--- src/hw/bir_pkg.sv ---
// Shared constants and types for the board interrupt router.
// Assumes one 10 MHz clock and a synchronous active-high reset.
package bir_pkg;
    // --------------------------------------------------------------
    // Sizes
    // --------------------------------------------------------------
    localparam int NSLOT = 3;
    localparam int NLINE = 4;
    localparam int NIRQ = 16;
    localparam int NPRIO = 15;
    localparam int NASYNC = 28;
    localparam int NPERIPH = 6;
    // --------------------------------------------------------------
    // Types
    // --------------------------------------------------------------
    typedef logic [3:0] bir_irq_sel_t;
    typedef logic [4:0] bir_vbase_t;
    typedef logic [NLINE-1:0] bir_pins_t;
    // --------------------------------------------------------------
    // Legacy IRQ numbers
    // --------------------------------------------------------------
    localparam bir_irq_sel_t IRQ_RTC = 4'h1;
    localparam bir_irq_sel_t IRQ_CASC = 4'h2;
    localparam bir_irq_sel_t IRQ_SER_LO = 4'h3;
    localparam bir_irq_sel_t IRQ_SER_HI = 4'h4;
    localparam bir_irq_sel_t IRQ_LPT_ALT = 4'h5;
    localparam bir_irq_sel_t IRQ_FDC = 4'h6;
    localparam bir_irq_sel_t IRQ_LPT = 4'h7;
    localparam bir_irq_sel_t IRQ_KBD = 4'hc;
    localparam bir_irq_sel_t IRQ_IDE_PRI = 4'he;
    // Peripheral enable bit positions
    localparam int PE_SER_A = 0;
    localparam int PE_SER_B = 1;
    localparam int PE_LPT = 2;
    localparam int PE_FDC = 3;
    localparam int PE_KBD = 4;
    localparam int PE_RTC = 5;
    // Fixed priority, highest first; slave IRQs 8-15 sit at the cascade slot
    localparam bir_irq_sel_t PRIO [NPRIO] = '{4'h0, 4'h1, 4'h8, 4'h9, 4'ha,
        4'hb, 4'hc, 4'hd, 4'he, 4'hf, 4'h3, 4'h4, 4'h5, 4'h6, 4'h7};
    // Reset values
    localparam logic [7:0] RST_VECTOR = 8'h00;
    localparam bir_pins_t RST_LINES_N = 4'hf;
    // Slot pin feeding shared line l on slot s (rotated wiring)
    function automatic int slot_pin(input int l, input int s);
        return (l + s) % NLINE;
    endfunction : slot_pin
endpackage : bir_pkg

--- src/hw/bir_pic_if.sv ---
// Carrier between the router top and its compatibility controller.
// Assumes both ends run on the same clock.
`timescale 1ns/1ps
`default_nettype none
interface bir_pic_if;
    import bir_pkg::*;
    logic [NIRQ-1:0] irq_req;
    logic [NIRQ-1:0] level_mode;
    logic [NIRQ-1:0] mask;
    bir_vbase_t vbase_m;
    bir_vbase_t vbase_s;
    logic inta;
    logic eoi;
    logic intr;
    logic [7:0] vector;
    logic vec_valid;
    modport router (output irq_req, level_mode, mask, vbase_m, vbase_s, inta, eoi,
                    input intr, vector, vec_valid);
    modport pic (input irq_req, level_mode, mask, vbase_m, vbase_s, inta, eoi,
                 output intr, vector, vec_valid);
endinterface : bir_pic_if
`default_nettype wire

--- src/hw/bir_pic.sv ---
// Pair of cascaded compatibility interrupt controllers, fixed priority.
// Assumes requests are already synchronised to i_clk.
`timescale 1ns/1ps
`default_nettype none
module bir_pic (
    // Clock and reset
    input wire logic i_clk,
    input wire logic i_srst,
    // Router side
    bir_pic_if.pic pi
);
    import bir_pkg::*;

    logic [NIRQ-1:0] req_prev_q, irr_q, isr_q, edge_set, pending;
    logic hit, blocked, svc_hit, vec_valid_q;
    bir_irq_sel_t pick, svc;
    logic [7:0] vector_q;

    // --------------------------------------------------------------
    // Request latch
    // --------------------------------------------------------------
    assign edge_set = pi.irq_req & ~req_prev_q;
    assign pending = (pi.level_mode & pi.irq_req) | (~pi.level_mode & irr_q);

    always_ff @(posedge i_clk)
    begin
        if (i_srst)
            req_prev_q <= '0;
        else
            req_prev_q <= pi.irq_req;
    end

    // A new edge beats the acknowledge clearing the same bit
    always_ff @(posedge i_clk)
    begin
        if (i_srst)
            irr_q <= '0;
        else
        begin
            for (int i = 0; i < NIRQ; i++)
            begin
                if (edge_set[i])
                    irr_q[i] <= 1'b1; // see RULE_02
                else if (pi.inta && hit && pick == i[3:0])
                    irr_q[i] <= 1'b0;
            end
        end
    end

    // --------------------------------------------------------------
    // Priority resolve
    // --------------------------------------------------------------
    // An in-service line blocks itself and everything below it
    always_comb
    begin
        hit = 1'b0;
        blocked = 1'b0;
        pick = '0;
        svc_hit = 1'b0;
        svc = '0;
        for (int k = 0; k < NPRIO; k++)
        begin
            if (!svc_hit && isr_q[PRIO[k]])
            begin
                svc_hit = 1'b1;
                svc = PRIO[k];
            end
            if (!hit && !blocked)
            begin
                if (isr_q[PRIO[k]])
                begin
                    blocked = 1'b1;
                end
                else if (pending[PRIO[k]] && !pi.mask[PRIO[k]])
                begin
                    hit = 1'b1; // see RULE_02
                    pick = PRIO[k];
                end
            end
        end
    end

    // --------------------------------------------------------------
    // Service tracking and vector
    // --------------------------------------------------------------
    always_ff @(posedge i_clk)
    begin
        if (i_srst)
            isr_q <= '0;
        else
        begin
            if (pi.eoi && svc_hit)
                isr_q[svc] <= 1'b0;
            if (pi.inta && hit)
                isr_q[pick] <= 1'b1;
        end
    end

    always_ff @(posedge i_clk)
    begin
        if (i_srst)
        begin
            vector_q <= RST_VECTOR;
            vec_valid_q <= 1'b0;
        end
        else
        begin
            vec_valid_q <= pi.inta && hit;
            if (pi.inta && hit)
            begin
                vector_q <= pick[3] ? {pi.vbase_s, pick[2:0]} : {pi.vbase_m, pick[2:0]};
            end
        end
    end

    assign pi.intr = hit;
    assign pi.vector = vector_q;
    assign pi.vec_valid = vec_valid_q;
endmodule : bir_pic
`default_nettype wire

--- src/hw/bir_top.sv ---
// Board interrupt router: shared PCI lines, IRQ steering, legacy
// controller pair and error delivery to the processor.
// Assumes requester pins are asynchronous; configuration inputs,
// acknowledge and end-of-interrupt come from logic on i_clk.
//
// Operation
// RULE_01: USB request is ORed onto shared line A.
// RULE_02: Provide a cascaded pair of compatible controllers on ISA IRQs.
// RULE_03: Each shared line steers to a configured ISA IRQ.
// RULE_04: Configuration picks the IRQ used by serial, parallel, floppy, keyboard; floppy (IRQ6) and keyboard (IRQ12) are fixed here, only enabled.
// RULE_05: NMI requests, parity, system and management errors reach SMI or NMI.
// RULE_06: NMI-type errors may appear as SMI; SMI events may become NMI.
// RULE_07: Line A from USB, slot 1 A, slot 2 B, slot 3 C.
// RULE_08: Line B from network, slot 1 B, slot 2 C, slot 3 D.
// RULE_09: Line C from SCSI, slot 1 C, slot 2 D, slot 3 A.
// RULE_10: Line D from slot 1 D, slot 2 A, slot 3 B only.
// RULE_11: Primary disk on IRQ14; secondary disk on the auxiliary line.
// RULE_12: Serial ports use IRQ3 and IRQ4, user chooses which.
// RULE_13: Parity and system errors always raise SMI.
// RULE_14: Video has no interrupt connection.
// RULE_15: Shared lines are active-low levels, released when all requesters release.
`timescale 1ns/1ps
`default_nettype none
module bir_top (
    // Clock and reset
    input wire logic i_clk,
    input wire logic i_srst,
    // PCI requesters, active low except USB
    input wire logic [bir_pkg::NSLOT-1:0][bir_pkg::NLINE-1:0] i_slot_int_n,
    input wire logic i_usb_irq,
    input wire logic i_lan_int_n,
    input wire logic i_scsi_int_n,
    // Embedded peripheral requests, active high
    input wire logic i_ser_a_irq,
    input wire logic i_ser_b_irq,
    input wire logic i_lpt_irq,
    input wire logic i_fdc_irq,
    input wire logic i_kbd_irq,
    input wire logic i_rtc_irq,
    input wire logic i_ide_pri_irq,
    input wire logic i_ide_sec_irq,
    // Error sources
    input wire logic i_nmi_req,
    input wire logic i_perr_n,
    input wire logic i_serr_n,
    input wire logic i_mgmt_err,
    input wire logic i_smi_event,
    // Steering configuration
    input wire logic [bir_pkg::NLINE-1:0] i_route_en,
    input wire bir_pkg::bir_irq_sel_t i_route_irq [bir_pkg::NLINE],
    input wire logic [bir_pkg::NPERIPH-1:0] i_periph_en,
    input wire logic i_ser_a_hi,
    input wire logic i_lpt_alt,
    input wire logic [bir_pkg::NIRQ-1:0] i_irq_level,
    input wire logic [bir_pkg::NIRQ-1:0] i_irq_mask,
    input wire bir_pkg::bir_vbase_t i_vbase_m,
    input wire bir_pkg::bir_vbase_t i_vbase_s,
    // Error delivery configuration
    input wire logic i_err_to_smi,
    input wire logic i_smi_to_nmi,
    // Processor side
    input wire logic i_inta,
    input wire logic i_eoi,
    output logic o_intr,
    output logic [7:0] o_vector,
    output logic o_vec_valid,
    output logic o_nmi,
    output logic o_smi_n,
    // Observed lines
    output logic [bir_pkg::NLINE-1:0] o_pci_int_n,
    output logic [bir_pkg::NIRQ-1:0] o_irq,
    output logic o_aux_irq_line_0
);
    import bir_pkg::*;

    // --------------------------------------------------------------
    // Input synchronisers
    // --------------------------------------------------------------
    logic [NASYNC-1:0] raw;
    logic [NASYNC-1:0] meta_q, sync_q;

    assign raw = {i_slot_int_n, i_usb_irq, i_lan_int_n, i_scsi_int_n,
                  i_ser_a_irq, i_ser_b_irq, i_lpt_irq, i_fdc_irq, i_kbd_irq,
                  i_rtc_irq, i_ide_pri_irq, i_ide_sec_irq,
                  i_nmi_req, i_perr_n, i_serr_n, i_mgmt_err, i_smi_event};

    // Idle values for every pin, so nothing fires out of reset
    localparam logic [NASYNC-1:0] RAW_IDLE = {{(NSLOT*NLINE){1'b1}}, 3'b011,
                                              8'h00, 5'b01100};

    always_ff @(posedge i_clk)
    begin
        if (i_srst)
        begin
            meta_q <= RAW_IDLE;
            sync_q <= RAW_IDLE;
        end
        else
        begin
            meta_q <= raw;
            sync_q <= meta_q;
        end
    end

    logic [NSLOT-1:0][NLINE-1:0] slot_n;
    logic usb, lan_n, scsi_n, ser_a, ser_b, lpt, fdc, kbd, rtc, ide_pri, ide_sec;
    logic nmi_req, perr_n, serr_n, mgmt_err, smi_event;

    assign {slot_n, usb, lan_n, scsi_n, ser_a, ser_b, lpt, fdc, kbd, rtc, ide_pri,
            ide_sec, nmi_req, perr_n, serr_n, mgmt_err, smi_event} = sync_q;

    // --------------------------------------------------------------
    // Shared PCI lines
    // --------------------------------------------------------------
    // Onboard requester per line, active high; line D has none and the
    // video controller feeds no line at all
    logic [NLINE-1:0] onboard;
    logic [NLINE-1:0] line_act;

    assign onboard = {1'b0, ~scsi_n, ~lan_n, usb}; // see RULE_01 see RULE_14

    // Wired-OR of the rotated slot pins: line low while anyone holds it
    for (genvar l = 0; l < NLINE; l++)
    begin : g_line
        logic [NSLOT-1:0] slot_act;
        for (genvar s = 0; s < NSLOT; s++)
        begin : g_slot
            assign slot_act[s] = ~slot_n[s][slot_pin(l, s)]; // see RULE_07 see RULE_10
        end
        assign line_act[l] = onboard[l] | (|slot_act); // see RULE_08 see RULE_09
    end

    logic [NLINE-1:0] pci_int_n_q;

    always_ff @(posedge i_clk)
    begin
        if (i_srst)
            pci_int_n_q <= RST_LINES_N;
        else
            pci_int_n_q <= ~line_act; // see RULE_15
    end

    // --------------------------------------------------------------
    // IRQ assembly
    // --------------------------------------------------------------
    logic [NIRQ-1:0] irq_d, irq_q;
    logic aux_q;

    always_comb
    begin
        irq_d = '0;
        for (int l = 0; l < NLINE; l++)
        begin
            // Cascade input is never a steering target
            if (i_route_en[l] && i_route_irq[l] != IRQ_CASC && !pci_int_n_q[l])
                irq_d[i_route_irq[l]] = 1'b1; // see RULE_03
        end
        if (i_periph_en[PE_SER_A])
            irq_d[i_ser_a_hi ? IRQ_SER_HI : IRQ_SER_LO] |= ser_a; // see RULE_12
        if (i_periph_en[PE_SER_B])
            irq_d[i_ser_a_hi ? IRQ_SER_LO : IRQ_SER_HI] |= ser_b; // see RULE_12
        if (i_periph_en[PE_LPT])
            irq_d[i_lpt_alt ? IRQ_LPT_ALT : IRQ_LPT] |= lpt; // see RULE_04
        if (i_periph_en[PE_FDC])
            irq_d[IRQ_FDC] |= fdc; // see RULE_04
        if (i_periph_en[PE_KBD])
            irq_d[IRQ_KBD] |= kbd; // see RULE_04
        if (i_periph_en[PE_RTC])
            irq_d[IRQ_RTC] |= rtc;
        irq_d[IRQ_IDE_PRI] |= ide_pri; // see RULE_11
    end

    always_ff @(posedge i_clk)
    begin
        if (i_srst)
        begin
            irq_q <= '0;
            aux_q <= 1'b0;
        end
        else
        begin
            irq_q <= irq_d;
            aux_q <= ide_sec; // see RULE_11
        end
    end

    // --------------------------------------------------------------
    // Compatibility controller pair
    // --------------------------------------------------------------
    bir_pic_if pif ();

    assign pif.irq_req = irq_q;
    assign pif.level_mode = i_irq_level;
    assign pif.mask = i_irq_mask;
    assign pif.vbase_m = i_vbase_m;
    assign pif.vbase_s = i_vbase_s;
    assign pif.inta = i_inta;
    assign pif.eoi = i_eoi;

    bir_pic u_pic (
        .i_clk(i_clk),
        .i_srst(i_srst),
        .pi(pif.pic)
    ); // see RULE_02

    // --------------------------------------------------------------
    // Error delivery
    // --------------------------------------------------------------
    // Levels, not pulses: the processor side latches the edge itself
    logic bus_err, classic, smi_d, nmi_d, smi_n_q, nmi_q;

    assign bus_err = ~perr_n | ~serr_n;
    assign classic = nmi_req | mgmt_err | bus_err;
    assign smi_d = bus_err | (i_err_to_smi & classic)
                 | (~i_smi_to_nmi & smi_event); // see RULE_13 see RULE_06
    assign nmi_d = (~i_err_to_smi & classic) | (i_smi_to_nmi & smi_event); // see RULE_05

    always_ff @(posedge i_clk)
    begin
        if (i_srst)
        begin
            smi_n_q <= 1'b1;
            nmi_q <= 1'b0;
        end
        else
        begin
            smi_n_q <= ~smi_d; // see RULE_05
            nmi_q <= nmi_d; // see RULE_06
        end
    end

    // --------------------------------------------------------------
    // Outputs
    // --------------------------------------------------------------
    assign o_intr = pif.intr;
    assign o_vector = pif.vector;
    assign o_vec_valid = pif.vec_valid;
    assign o_nmi = nmi_q;
    assign o_smi_n = smi_n_q;
    assign o_pci_int_n = pci_int_n_q;
    assign o_irq = irq_q;
    assign o_aux_irq_line_0 = aux_q;
endmodule : bir_top
`default_nettype wire

--- config.mk ---
export PLATFORM = sky130hd
export DESIGN_NAME = bir_top
export DESIGN_NICKNAME = d
export VERILOG_FILES = /design/src/hw/bir_pkg.sv /design/src/hw/bir_pic_if.sv /design/src/hw/bir_pic.sv /design/src/hw/bir_top.sv
export SDC_FILE = /design/constraint.sdc
export NUM_CORES = 1
export LEC_CHECK = 0
export BUFFER_PORTS_ARGS = -buffer_cell sky130_fd_sc_hd__buf_2
export CAP_MARGIN = 25
export CORE_ASPECT_RATIO = 0.7
export CORE_MARGIN = 5
export CORE_UTILIZATION = 50
export CTS_BUF_LIST = sky130_fd_sc_hd__clkbuf_16
export CTS_CLUSTER_DIAMETER = 40
export DETAILED_ROUTE_END_ITERATION = 10
export PLACE_DENSITY_LB_ADDON = 0.25
export SLEW_MARGIN = 20
export SYNTH_ARGS = -nofsm -noshare
export SYNTH_HDL_FRONTEND = slang
export SYNTH_SLANG_ARGS = --single-unit
--- constraint.sdc ---
create_clock -name i_clk -period 3 [get_ports i_clk]
set_input_delay 0.3 -clock i_clk [delete_from_list [all_inputs] [get_ports i_clk]]
set_output_delay 0.3 -clock i_clk [all_outputs]
set_load 0.02 [all_outputs]
==> summary.txt <==
Run status
  – Status: completed

Critical path
  – Critical path startpoint: o_irq[12]$_SDFF_PP0_
  – Req. time, crit path: about 2.7 ns
  – Reg-to-reg endpoint: u_pic.irr_q[0]$_SDFFE_PP0P_
  – Peak fanout along the critical path: 5
  – Crit path largest cell delay: 0.38 ns
  – Crit path buffers/inverters: 2
  – Crit-path cells: mux2_2 > and2_1 > o311ai_1 > buf_4 > a21o_1 > a211o_1 > nand2_1 > buf_2
  – RR Startpoint: o_irq[12]$_SDFF_PP0_
  – R2R cell count: 11
  – Worst path depth: 8
  – WP data arrival: 2.64 ns
  – Crit start category: register
  – Reg-to-reg setup timing slack: 0.14 ns
  – CP Class: register to primary output
  – Critical path capture point type: primary output
  – Crit-path slowest cell: o311ai_1
  – Worst setup path endpoint: o_intr
  – CP delay by family, top: compound AO/OA/AOI/OAI gates

Final layout
  – Antenna diode count: 0
  – Most frequent cells in the layout: buf_2, dfxtp_1, nor2b_1, buf_4, nor2_1
  – Area Overhead vs Synth: 31.0%
  – Fill cell count: ~960
  – Area of the multi-input gates: 3100 µm²
  – Register Area: 2660 µm²
  – Layout cells sized above 1: 33.5%
  – Nets: 918
  – Post-Route Utilization: 66.3%

Power
  – Pint: between 3000 and 4000 µW
  – Worst vdd ir: 457 µV
  – Leakage: about 0.0032 µW
  – Design Power: 4460 µW
  – Reg power frac: 42.0%
  – Sw Ratio: between 20 and 30%
  – Gate power share: 14.3%
  – PwrDens: 582 nW/µm²
  – Switch Pwr: approximately 1200 µW
  – Clock power frac: 43.7%

STA
  – Worst hold margin: 0.0648 ns
  – Worst Max-Slew Pin Slew: ~0.78 ns
  – Final Hold Viols: 0
  – Clk_skew: 0.0139 ns
  – Tcrit/Tclk final: 98.1%
  – Pins Over Slew Limit: 0
  – Final Worst Setup Slack: about 0.057 ns
  – F_max: ~340 MHz
  – Final setup viols: 0
  – Setup TNS: 0 ns
  – Headroom to the max-slew limit: between 40% and 50%
  – Post-route minimum period: 2.94 ns
  – RSZ-0062 raised after global routing: no

Logic synthesis
  – Post-synth EDFFs: 0
  – Post-Syn Instances: 628
  – Main flop type after synthesis: dfxtp_1
  – Syn Nets: approximately 730
  – Mean post-synth cell area: a little over 9 µm²
  – Fraction of registers with async set or reset after synthesis: 0%
  – Synthesized area: between 5000 and 6000 µm²
  – Sequential fraction of the synthesis area: 45.5%
  – Synth cell types: 71
  – #FFs+latches synth: approximately 130
  – Synth warn: 0

Routing
  – Drt initial violations: 595
  – Drt wl/cell: approximately 19 µm
  – Post-route DRC violation count: 0
  – First-pass DRT Iterations: 5
  – Routed Antenna Nets: 0
  – Routed wire length: 18,700 µm
  – Vias per cell: 5.74
  – Vias: approximately 5,700

Clocking
  – Clk buf depth: 2
  – Clock latency on the worst-skew pair: 0.42 ns
  – Clock root cell: clkbuf_16
  – Worst-path clk slew: 0.06 ns
  – Clock Sinks: 133
  – CTS Buf Count: 17
  – TritonCTS clock tree: yes
  – Htree depth: 4

Global route
  – Overall routing resource usage: 27.1%
  – First-pass GRT wire length: 29,700 µm
  – Largest net degree at the start of global routing: 82
  – Initial antenna violation count: 0
  – GRT overflow: 0
  – Number of global-route vias before repair: 5,457

Placed design
  – HPWL Detailed: 14,400 µm
  – IO Port Bufs: roughly 130
  – Dpl ws: 0.0785 ns
  – Final GP Congestion: 1.00

Die
  – Core Footprint: 11,600 µm²
  – Rows: 33
  – Die area: 14,000 µm²
  – Initial Utilization: 50.6%
  – IO Pins: 137
  – Die height: 100 µm
  – DIE WIDTH: 139 µm

Hold path
  – Hold Crit Class: input pin to register

Flow run
  – MaxCap Viol Count: 0
[power groups by stage]
| stage | clock [µW] | sequential, µW | combinational [µW] |
|---|---|---|---|
| 2_1_floorplan | 0 | 1930 | 305 |
| 3_3_place_gp | 0 | 1910 | 609 |
| 3_5_place_dp | 0 | 1910 | 618 |
| 4_1_cts | 1980 | 1870 | 623 |
| 5_1_grt | 2070 | 1880 | 687 |
| 6_report | 1950 | 1870 | 638 |
[state kept, by name (all words and copies together), names as in the netlist]
signal / count
sync_q: 28
u_pic.irr_q: 15
u_pic.isr_q: 15
o_irq: 16
o_aux_irq_line_0: 1
o_smi_n: 1
o_pci_int_n: 4
u_pic.pi.vec_valid: 1
o_nmi: 1
meta_q: 28
u_pic.pi.vector: 8
u_pic.req_prev_q: 15
[stage by stage]
stage | instance area (µm²) | cells
2_1_floorplan | 5850 | 628
3_3_place_gp | 7060 | 951
3_5_place_dp | 7060 | 951
4_1_cts | 7620 | 983
5_1_grt | 7660 | 984
6_report | 7660 | 984
[logic make-up after synthesis]
| kind of cell | count (synthesis) | synth area share (%) |
|---|---|---|
| buffers and inverters | 31 | 2.05 |
| DFF | 133 | 45.5 |
| AOI/OAI and AO/OA | 180 | 23.1 |
| muxes | 21 | 3.68 |
| and+or+nand+nor | 262 | 25.5 |
| other | 1 | 0.0641 |
[worst min-delay path by stage]
| stage | to | startpoint | cells past startpoint |
|---|---|---|---|
| 2_1_floorplan | u_pic.req_prev_q[13]$_SDFF_PP0_ | i_srst | 1 |
| 3_3_place_gp | sync_q[26]$_SDFF_PP1_ | meta_q[26]$_SDFF_PP1_ | 1 |
| 3_5_place_dp | sync_q[19]$_SDFF_PP1_ | meta_q[19]$_SDFF_PP1_ | 1 |
| 4_1_cts | meta_q[2]$_SDFF_PP1_ | i_serr_n | 2 |
| 5_1_grt | meta_q[26]$_SDFF_PP1_ | i_slot_int_n[10] | 2 |
| 6_report | meta_q[2]$_SDFF_PP1_ | i_serr_n | 2 |
[worst register-to-register path: stages (launching register included)]
cell and delay, ns:
dfxtp_1 0.36, mux2_2 0.33, and2_1 0.20, o311ai_1 0.38, buf_4 0.19, a21o_1 0.22
a211o_1 0.30, o211ai_1 0.16, buf_4 0.21, buf_12 0.13, nor3_1 0.18, a21oi_1 0.09
[routing by layer]
metal | track usage, % | vias to the layer above | routed length (µm)
li1 | - | 2704 | -
met1 | 40.4 | 2605 | 8880
met2 | 36.4 | 311 | 7350
met3 | 9.44 | 32 | 2180
met4 | 8.12 | 0 | 291
met5 | 0 | - | 0
[area by class of cell]
class | count | area share [%]
Multi-Input combinational cell | 464 | 40.5
Sequential cell | 133 | 34.7
Timing Repair Buffer | 186 | 14.3
Clock buffer | 17 | 5.55
Tap cell | 157 | 2.56
Clock inverter | 15 | 1.71
Inverter | 12 | 0.588
[cells in the mapped netlist, drive strengths merged (10+ instances only)]
library cell / count / area, µm²
dfxtp: 133 / 2660
nor2b: 66 / 413
nor2: 44 / 168
or2: 36 / 225
a21oi: 35 / 179
nand2: 30 / 115
o21ai: 27 / 139
nor3: 18 / 106
mux2i: 17 / 170
a22oi: 15 / 113
clkbuf: 14 / 52.6
nand3: 14 / 70.1
a31oi: 13 / 87.6
inv: 12 / 45.0
a32oi: 11 / 104
o2bb2ai: 11 / 115
a211oi: 10 / 85.1
nand2b: 10 / 62.6
[timing repair]
item / CTS / global route
gates resized for setup: 0 / 7
hold endpoints to repair: 0 / 0
endpoints found under the setup margin: 0 / 5
hold buffers: 0 / 0
setup buffers: 0 / 0
No activity file was read; power rests on OpenSTA's default activity.
